==> src/verilog/meter_regs_pkg.sv <==
// Constants shared by the metering command and mode register block.
package meter_regs_pkg;

  // ****************************************
  // Command byte layout
  // ****************************************
  localparam int unsigned CMD_WIDTH      = 8;
  localparam int unsigned CMD_ADDR_LSB   = 0;
  localparam int unsigned CMD_ADDR_W     = 5;
  localparam int unsigned CMD_DIR_BIT    = 7;

  // ****************************************
  // Operating configuration register
  // ****************************************
  localparam logic [4:0]  OPCFG_ADDR     = 5'h06;
  localparam int unsigned OPCFG_WIDTH    = 16;
  localparam logic [15:0] OPCFG_RESET    = 16'h000c;
  localparam int unsigned BIT_HPF_BYP    = 0;
  localparam int unsigned BIT_LPF_BYP    = 1;
  localparam int unsigned BIT_PULSE_DIS  = 2;
  localparam int unsigned BIT_DIP_DIS    = 3;
  localparam int unsigned BIT_CONV_PD    = 4;
  localparam int unsigned BIT_THERM      = 5;
  localparam int unsigned BIT_SOFT_RST   = 6;
  localparam int unsigned BIT_HALF_CYC   = 7;
  localparam int unsigned BIT_SHORT1     = 8;
  localparam int unsigned BIT_SHORT2     = 9;
  localparam int unsigned BIT_SWAP       = 10;
  localparam int unsigned RATE_LSB       = 11;
  localparam int unsigned SRC_LSB        = 13;
  localparam int unsigned BIT_TEST       = 15;

  // ****************************************
  // Waveform rate divider: MASTER_CLOCK_INPUT/128 shifted by the rate code
  // ****************************************
  localparam int unsigned RATE_BASE_LOG2 = 7;
  localparam int unsigned RATE_CNT_W     = 10;

  // ****************************************
  // Timing
  // ****************************************
  localparam int unsigned CLK_PERIOD_NS  = 50;
  localparam int unsigned SOFT_RST_WAIT_NS = 18000;
  localparam int unsigned SOFT_RST_WAIT_CYC = (SOFT_RST_WAIT_NS + CLK_PERIOD_NS - 1) / CLK_PERIOD_NS;
  localparam int unsigned WAIT_CNT_W     = 9;

  // ****************************************
  // Register widths in bits, by address
  // ****************************************
  localparam int unsigned LEN_W          = 6;
  localparam logic [5:0]  LEN_DEFAULT    = 6'd8;
  localparam logic [5:0]  DATA_MAX       = 6'd40;

  typedef enum logic [1:0] {ST_CMD, ST_WRITE, ST_READ, ST_HOLD} xfer_state_t;

  function automatic logic [5:0] reg_length(input logic [4:0] a);
    case (a)
      5'h05: reg_length = 6'd8;
      5'h06: reg_length = 6'd16;
      5'h07: reg_length = 6'd12;
      5'h08: reg_length = 6'd8;
      5'h09: reg_length = 6'd6;
      5'h0a: reg_length = 6'd8;
      5'h0b: reg_length = 6'd12;
      5'h0c: reg_length = 6'd8;
      5'h0d: reg_length = 6'd16;
      5'h0e: reg_length = 6'd12;
      5'h0f: reg_length = 6'd8;
      5'h10: reg_length = 6'd8;
      5'h11: reg_length = 6'd8;
      5'h12: reg_length = 6'd8;
      5'h13: reg_length = 6'd14;
      5'h14: reg_length = 6'd40;
      5'h15: reg_length = 6'd12;
      5'h1e: reg_length = 6'd6;
      5'h1f: reg_length = 6'd8;
      default: reg_length = LEN_DEFAULT;
    endcase
  endfunction

endpackage

==> src/verilog/meter_command_and_mode_regs.sv <==
// Command decoder, serial register transfer and operating configuration register.
`timescale 1ns/1ps

module meter_command_and_mode_regs (
  input  wire logic        clk_sys,
  input  wire logic        rst,
  input  wire logic        frame_active,
  input  wire logic        bit_strobe,
  input  wire logic        bit_in,
  input  wire logic        thermal_done,
  output logic             bit_out,
  output logic             transfer_busy,
  output logic             soft_chip_reset,
  output logic             bypass_channel1_highpass,
  output logic             bypass_power_lowpass,
  output logic             disable_pulse_output,
  output logic             disable_dip_detect,
  output logic             converter_powerdown,
  output logic             thermal_conversion_start,
  output logic             half_cycle_accumulate_mode,
  output logic             short_first_input,
  output logic             short_second_input,
  output logic             swap_input_pairs,
  output logic [1:0]       waveform_rate_select,
  output logic [1:0]       waveform_source_select,
  output logic             factory_test_enable,
  output logic             waveform_sample_enable
);
  import meter_regs_pkg::*;

  // ****************************************
  // Transfer state
  // ****************************************
  xfer_state_t                 state_q, state_d;
  logic [CMD_WIDTH-1:0]        cmd_sh_q, cmd_sh_d;
  logic [5:0]                  cnt_q, cnt_d;
  logic [CMD_ADDR_W-1:0]       addr_q, addr_d;
  logic [OPCFG_WIDTH-1:0]      rd_sh_q, rd_sh_d;
  logic [OPCFG_WIDTH-1:0]      wr_sh_q, wr_sh_d;
  logic [WAIT_CNT_W-1:0]       wait_q, wait_d;
  logic [OPCFG_WIDTH-1:0]      mode_q, mode_d;
  logic                        out_q, out_d;
  logic                        srst_q, srst_d;
  logic                        busy_q, busy_d;
  logic [CMD_WIDTH-1:0]        cmd_next;
  logic [OPCFG_WIDTH-1:0]      wr_next;

  always_comb begin
    state_d  = state_q;
    cmd_sh_d = cmd_sh_q;
    cnt_d    = cnt_q;
    addr_d   = addr_q;
    rd_sh_d  = rd_sh_q;
    wr_sh_d  = wr_sh_q;
    wait_d   = wait_q;
    mode_d   = mode_q;
    out_d    = out_q;
    srst_d   = 1'b0;
    cmd_next = {cmd_sh_q[CMD_WIDTH-2:0], bit_in};
    wr_next  = {wr_sh_q[OPCFG_WIDTH-2:0], bit_in};

    // Completion of a conversion clears the start bit; a host write below wins.
    if (thermal_done) begin
      mode_d[BIT_THERM] = 1'b0;
    end

    case (state_q)
      ST_CMD: begin
        out_d = 1'b0;
        if (frame_active && bit_strobe) begin
          cmd_sh_d = cmd_next;
          cnt_d    = cnt_q + 1'b1;
          if (cnt_q == 6'(CMD_WIDTH - 1)) begin
            // Bits 5 and 6 are ignored; the host keeps them at zero.
            addr_d = cmd_next[CMD_ADDR_LSB +: CMD_ADDR_W];
            cnt_d  = reg_length(cmd_next[CMD_ADDR_LSB +: CMD_ADDR_W]);
            if (cmd_next[CMD_DIR_BIT]) begin
              state_d = ST_WRITE;
            end else begin
              state_d = ST_READ;
              rd_sh_d = (cmd_next[CMD_ADDR_LSB +: CMD_ADDR_W] == OPCFG_ADDR) ? mode_q : '0;
              // First data bit is driven as soon as the command ends.
              out_d   = (reg_length(cmd_next[CMD_ADDR_LSB +: CMD_ADDR_W]) <= 6'(OPCFG_WIDTH)) ?
                        ((cmd_next[CMD_ADDR_LSB +: CMD_ADDR_W] == OPCFG_ADDR) ? mode_q[OPCFG_WIDTH-1] : 1'b0) :
                        1'b0;
            end
          end
        end
      end
      ST_WRITE: begin
        if (bit_strobe) begin
          wr_sh_d = wr_next;
          cnt_d   = cnt_q - 1'b1;
          if (cnt_q == 6'd1) begin
            state_d = ST_CMD;
            cnt_d   = '0;
            if (addr_q == OPCFG_ADDR) begin
              mode_d = wr_next;
              if (wr_next[BIT_SOFT_RST]) begin
                // Chip reset restores defaults and blocks the port for the wait.
                mode_d  = OPCFG_RESET;
                srst_d  = 1'b1;
                wait_d  = WAIT_CNT_W'(SOFT_RST_WAIT_CYC);
                state_d = ST_HOLD;
              end
            end
          end
        end
      end
      ST_READ: begin
        if (bit_strobe) begin
          cnt_d = cnt_q - 1'b1;
          // Registers wider than the mode register lead with zero bits.
          if (cnt_q <= 6'(OPCFG_WIDTH)) begin
            rd_sh_d = {rd_sh_q[OPCFG_WIDTH-2:0], 1'b0};
          end
          out_d = (cnt_q - 6'd1 <= 6'(OPCFG_WIDTH)) && (cnt_q != 6'd1) ?
                  ((cnt_q <= 6'(OPCFG_WIDTH)) ? rd_sh_q[OPCFG_WIDTH-2] : rd_sh_q[OPCFG_WIDTH-1]) : 1'b0;
          if (cnt_q == 6'd1) begin
            state_d = ST_CMD;
            cnt_d   = '0;
            out_d   = 1'b0;
          end
        end
      end
      ST_HOLD: begin
        wait_d = wait_q - 1'b1;
        if (wait_q == WAIT_CNT_W'(1)) begin
          state_d = ST_CMD;
        end
      end
      default: begin
        state_d = ST_CMD;
      end
    endcase

    // Dropping the frame abandons any partial command or data.
    if (!frame_active && (state_q != ST_HOLD)) begin
      state_d  = ST_CMD;
      cnt_d    = '0;
      cmd_sh_d = '0;
      out_d    = 1'b0;
    end
    busy_d = (state_d == ST_HOLD);
  end

  always_ff @(posedge clk_sys or posedge rst) begin
    if (rst) begin
      state_q  <= ST_CMD;
      cmd_sh_q <= '0;
      cnt_q    <= '0;
      addr_q   <= '0;
      rd_sh_q  <= '0;
      wr_sh_q  <= '0;
      wait_q   <= '0;
      mode_q   <= OPCFG_RESET;
      out_q    <= 1'b0;
      srst_q   <= 1'b0;
      busy_q   <= 1'b0;
    end else begin
      state_q  <= state_d;
      cmd_sh_q <= cmd_sh_d;
      cnt_q    <= cnt_d;
      addr_q   <= addr_d;
      rd_sh_q  <= rd_sh_d;
      wr_sh_q  <= wr_sh_d;
      wait_q   <= wait_d;
      mode_q   <= mode_d;
      out_q    <= out_d;
      srst_q   <= srst_d;
      busy_q   <= busy_d;
    end
  end

  // ****************************************
  // Waveform update enable
  // ****************************************
  waveform_rate_divider u_rate (
    .clk_sys   (clk_sys),
    .rst       (rst),
    .rate_sel  (mode_q[RATE_LSB +: 2]),
    .sample_en (waveform_sample_enable)
  );

  // ****************************************
  // Outputs, all straight from flip-flops
  // ****************************************
  assign bit_out                    = out_q;
  assign transfer_busy              = busy_q;
  assign soft_chip_reset            = srst_q;
  assign bypass_channel1_highpass   = mode_q[BIT_HPF_BYP];
  assign bypass_power_lowpass       = mode_q[BIT_LPF_BYP];
  assign disable_pulse_output       = mode_q[BIT_PULSE_DIS];
  assign disable_dip_detect         = mode_q[BIT_DIP_DIS];
  assign converter_powerdown        = mode_q[BIT_CONV_PD];
  assign thermal_conversion_start   = mode_q[BIT_THERM];
  assign half_cycle_accumulate_mode = mode_q[BIT_HALF_CYC];
  assign short_first_input          = mode_q[BIT_SHORT1];
  assign short_second_input         = mode_q[BIT_SHORT2];
  assign swap_input_pairs           = mode_q[BIT_SWAP];
  assign waveform_rate_select       = mode_q[RATE_LSB +: 2];
  assign waveform_source_select     = mode_q[SRC_LSB +: 2];
  assign factory_test_enable        = mode_q[BIT_TEST];

endmodule

==> src/verilog/waveform_rate_divider.sv <==
// Divider that makes the one-cycle waveform update enable.
`timescale 1ns/1ps
module waveform_rate_divider (
  input  wire logic        clk_sys,
  input  wire logic        rst,
  input  wire logic [1:0]  rate_sel,
  output logic             sample_en
);
  import meter_regs_pkg::*;

  logic [RATE_CNT_W-1:0] cnt_q;
  logic [RATE_CNT_W-1:0] cnt_d;
  logic                  en_q;
  logic                  en_d;
  logic [RATE_CNT_W-1:0] mask;

  // The period is 128 cycles times two to the rate code.
  always_comb begin
    mask  = RATE_CNT_W'((1 << (RATE_BASE_LOG2 + 32'(rate_sel))) - 1);
    cnt_d = cnt_q + 1'b1;
    en_d  = ((cnt_q & mask) == mask);
  end

  always_ff @(posedge clk_sys or posedge rst) begin
    if (rst) begin
      cnt_q <= '0;
      en_q  <= 1'b0;
    end else begin
      cnt_q <= cnt_d;
      en_q  <= en_d;
    end
  end

  assign sample_en = en_q;

endmodule

==> config.mk <==
export PLATFORM = sky130hd
export DESIGN_NAME = meter_command_and_mode_regs
export DESIGN_NICKNAME = d
export VERILOG_FILES = /design/src/verilog/meter_regs_pkg.sv /design/src/verilog/meter_command_and_mode_regs.sv /design/src/verilog/waveform_rate_divider.sv
export SDC_FILE = /design/constraint.sdc
export NUM_CORES = 1
export LEC_CHECK = 0
export BUFFER_PORTS_ARGS = -buffer_cell sky130_fd_sc_hd__buf_2
export CAP_MARGIN = 20
export CORE_ASPECT_RATIO = 1.1
export CORE_MARGIN = 5
export CORE_UTILIZATION = 35
export DETAILED_ROUTE_END_ITERATION = 6
export SLEW_MARGIN = 20
export SYNTH_ARGS = -nofsm -noshare
export SYNTH_HDL_FRONTEND = slang
export SYNTH_HIERARCHICAL = 1
export SYNTH_SLANG_ARGS = --single-unit
==> constraint.sdc <==
create_clock -name clk_sys -period 7.09 [get_ports clk_sys]
set_clock_uncertainty 0.1 [all_clocks]
set_input_delay 1.418 -clock clk_sys [delete_from_list [all_inputs] [get_ports clk_sys]]
set_output_delay 1.418 -clock clk_sys [all_outputs]
set_load 0.02 [all_outputs]
==> impl_metrics.toml <==
[critical_path]
crit_type = "primary input to flip-flop"
worstPathRequired_ps = 7240
setup.worst_path.end_class = "flip-flop"
worstSetupStartpoint = "bit_in"
crit_fanout = 16
r2r_cells = 4
worstPathArrival_ps = 2930
worstSetupStartpointType = "primary input"
reg2reg_from = "state_q[1]$_DFF_PP0_"

[timing]
fin_crit_sh_pct = 39.2
finalHoldViolCount = 0
report.final.slew_viol_count = 0
max_freq_ghz = 0.360
setup_viol = 0
worst_slew_pin_slew_ps = 864
fin_setup_tns_ps = 0
hold_ws_ps = 376
fin_crit_ps = 2780
rsz0062_at_grt = "false"
maxSlewHeadroom_pct = 42.4

[synth]
yosys_warnings = 6
synth.top_cell.area_share_pct = 46.9
synthFlopType = "dfrtp_1"
synth-seq-cells = 89
avgSynthCellArea_sq_um = 9.69
synthCells = 479
synth.distinct_cells = 66
synth.most_common_cell = "dfrtp_1"
yosys-top-cells-count = "87 x dfrtp_1, 64 x nand2_1, 54 x o21ai_0"
synth-async-reset-ratio_pct = 100
synth-edff-count = 0
synth_largest_area_cell = "dfrtp_1"
syn_area_sq_um = 4640
yosysSeqAreaShare_pct = 48.0
syn-num-nets = 497
synthTopCellsByArea = "dfrtp_1 47%, o21ai_0 5.8%, nand2_1 5.2%"

[floorplan]
start_util_pct = 35.4
die_y_um = 131
num_rows = 44
die_area_sq_um = 15700
die_w_um = 120
core-area_sq_um = 13100
ios = 25

[drt]
first_iter_violations = 192
drc = 0
ant_nets = 0
routedWlPerCell_um = 15.3
drt-pass1-iter-count = 4
routed_wl_um = 10100
viasPerCell = 5.35
via_count = 3523

[placed_design]
finalWeightedCongestion = 0.843
hpwlAfterDp_um = 7170
dp.cells = 641
port_buffers = 24

[clock_tree]
htree_num_levels = 3
clk-insertion-delay-late_ps = 340
cts_tree = "done"
cts_buffers = 9
clock-sinks = 89
cts_resized = 0
cts_hold_buf = 0
clockBufferDepth = 2
cts_setup_buffers = 0
clk_pin_slew_ps = 70
clock-root-buffer = "clkbuf_16"

[pwr]
power.leakage_nw = 2.28
power_density_nw_per_um2 = 313
ir_worst_vdd_mv = 0.169

[flow_run]
cap_violations = 0

[cells_and_area]
fin_util_pct = 39.4
diodes = 0
drive_gt1_share_pct = 15.1
filler_cell_count = 1298
final_cells = 658
multi_input_area_sq_um = 2210
nNetsFinal = 510
area.sequential_sq_um = 2230
areaGrowthSynthToFinish_pct = 11.3

[global_route]
grt_use_total_pct = 13.4
grt_antenna_before_repair = 0
grt_max_degree = 79
grt_pass1_vias = 3356
grt_pass1_wl_um = 16900
grt_overflow = 0

[hold_path]
holdPathStages = 2
hold_path_class = "flip-flop to flip-flop"
min_from = "cmd_sh_q[4]$_DFFE_PP0P_"

[outcome]
status = "completed"
## cell usage in the layout (no fill, tap or decap), types with 12 or more instances in the layout
cell type	instances
a21oi_1	16
a22oi_1	15
buf_2	24
dfrtp_1	87
ha_1	12
inv_1	22
mux2_2	17
nand2_1	64
nand2b_1	17
nand3_1	14
nor2_1	18
o21ai_0	54
## logic make-up after synthesis
logic type	Yosys count	synth area share, %
AND/OR/NAND/NOR	174	20.8
AO/OA/AOI/OAI	124	16.6
multiplexers	20	4.77
adder cells (fa/ha/maj)	12	3.23
flip-flops	89	48.0
buffers and inverters	48	4.37
XOR/XNOR	12	2.26
## registers in the layout (all words and copies together), names as in the netlist
signal / cells
mode_q: 15
state_q: 2
wr_sh_q: 15
rd_sh_q: 16
u_rate/cnt_q: 10
soft_chip_reset: 1
u_rate/sample_en: 1
cnt_q: 6
cmd_sh_q: 7
bit_out: 1
wait_q: 9
addr_q: 5
transfer_busy: 1
## critical path: stages
cell	delay, ps
buf_2	150
nand3b_1	240
nor4_4	660
and4b_1	310
a21oi_1	80
o31ai_1	80
## routing by layer
layer	up-vias	track usage [%]	wire (um)
met2	80	22.2	4920
met1	1678	17.8	4620
met4	0	5.32	181
met5	-	0	0
met3	17	2.15	355
li1	1748	-	-
## metrics by stage
stage | total power [mW] | cell area, sq um | worst slack [ps]
floorplan | 1.05 | 4640 | 3580
global placement | 1.14 | 4860 | 3780
detailed placement | 1.15 | 4860 | 3800
CTS | 1.63 | 5150 | 4170
global route | 1.72 | 5170 | 4100
finish | 1.62 | 5170 | 4310
## worst paths after layout
path,endpoint,slack [ps]
setup / recovery,bit_out$_DFFE_PP0P_,4310
hold / removal,cmd_sh_q[4]$_DFFE_PP0P_,380
setup reg to reg,cmd_sh_q[5]$_DFFE_PP0P_,4470
hold reg to reg,cmd_sh_q[4]$_DFFE_PP0P_,380
max in group asynchronous,bit_out$_DFFE_PP0P_,5220
min in group asynchronous,u_rate/cnt_q[9]$_DFF_PP0_,980
## cell type report
type                       instances  share of cell area [%]
tap                              161                    3.90
timing repair buffer              26                    2.76
clock inverter                     7                    1.33
sequential                        89                    43.1
clock buffer                       9                    4.36
inverter                          24                    1.74
multi-input combinational        342                    42.8
## report_power, final
part           switching [mW]  total (mW)  internal, mW
Combinational           0.286       0.475         0.189
Sequential              0.103       0.673         0.570
Clock                   0.222       0.471         0.249
Total                   0.612        1.62          1.01
No activity file was read; power rests on OpenSTA's default activity.
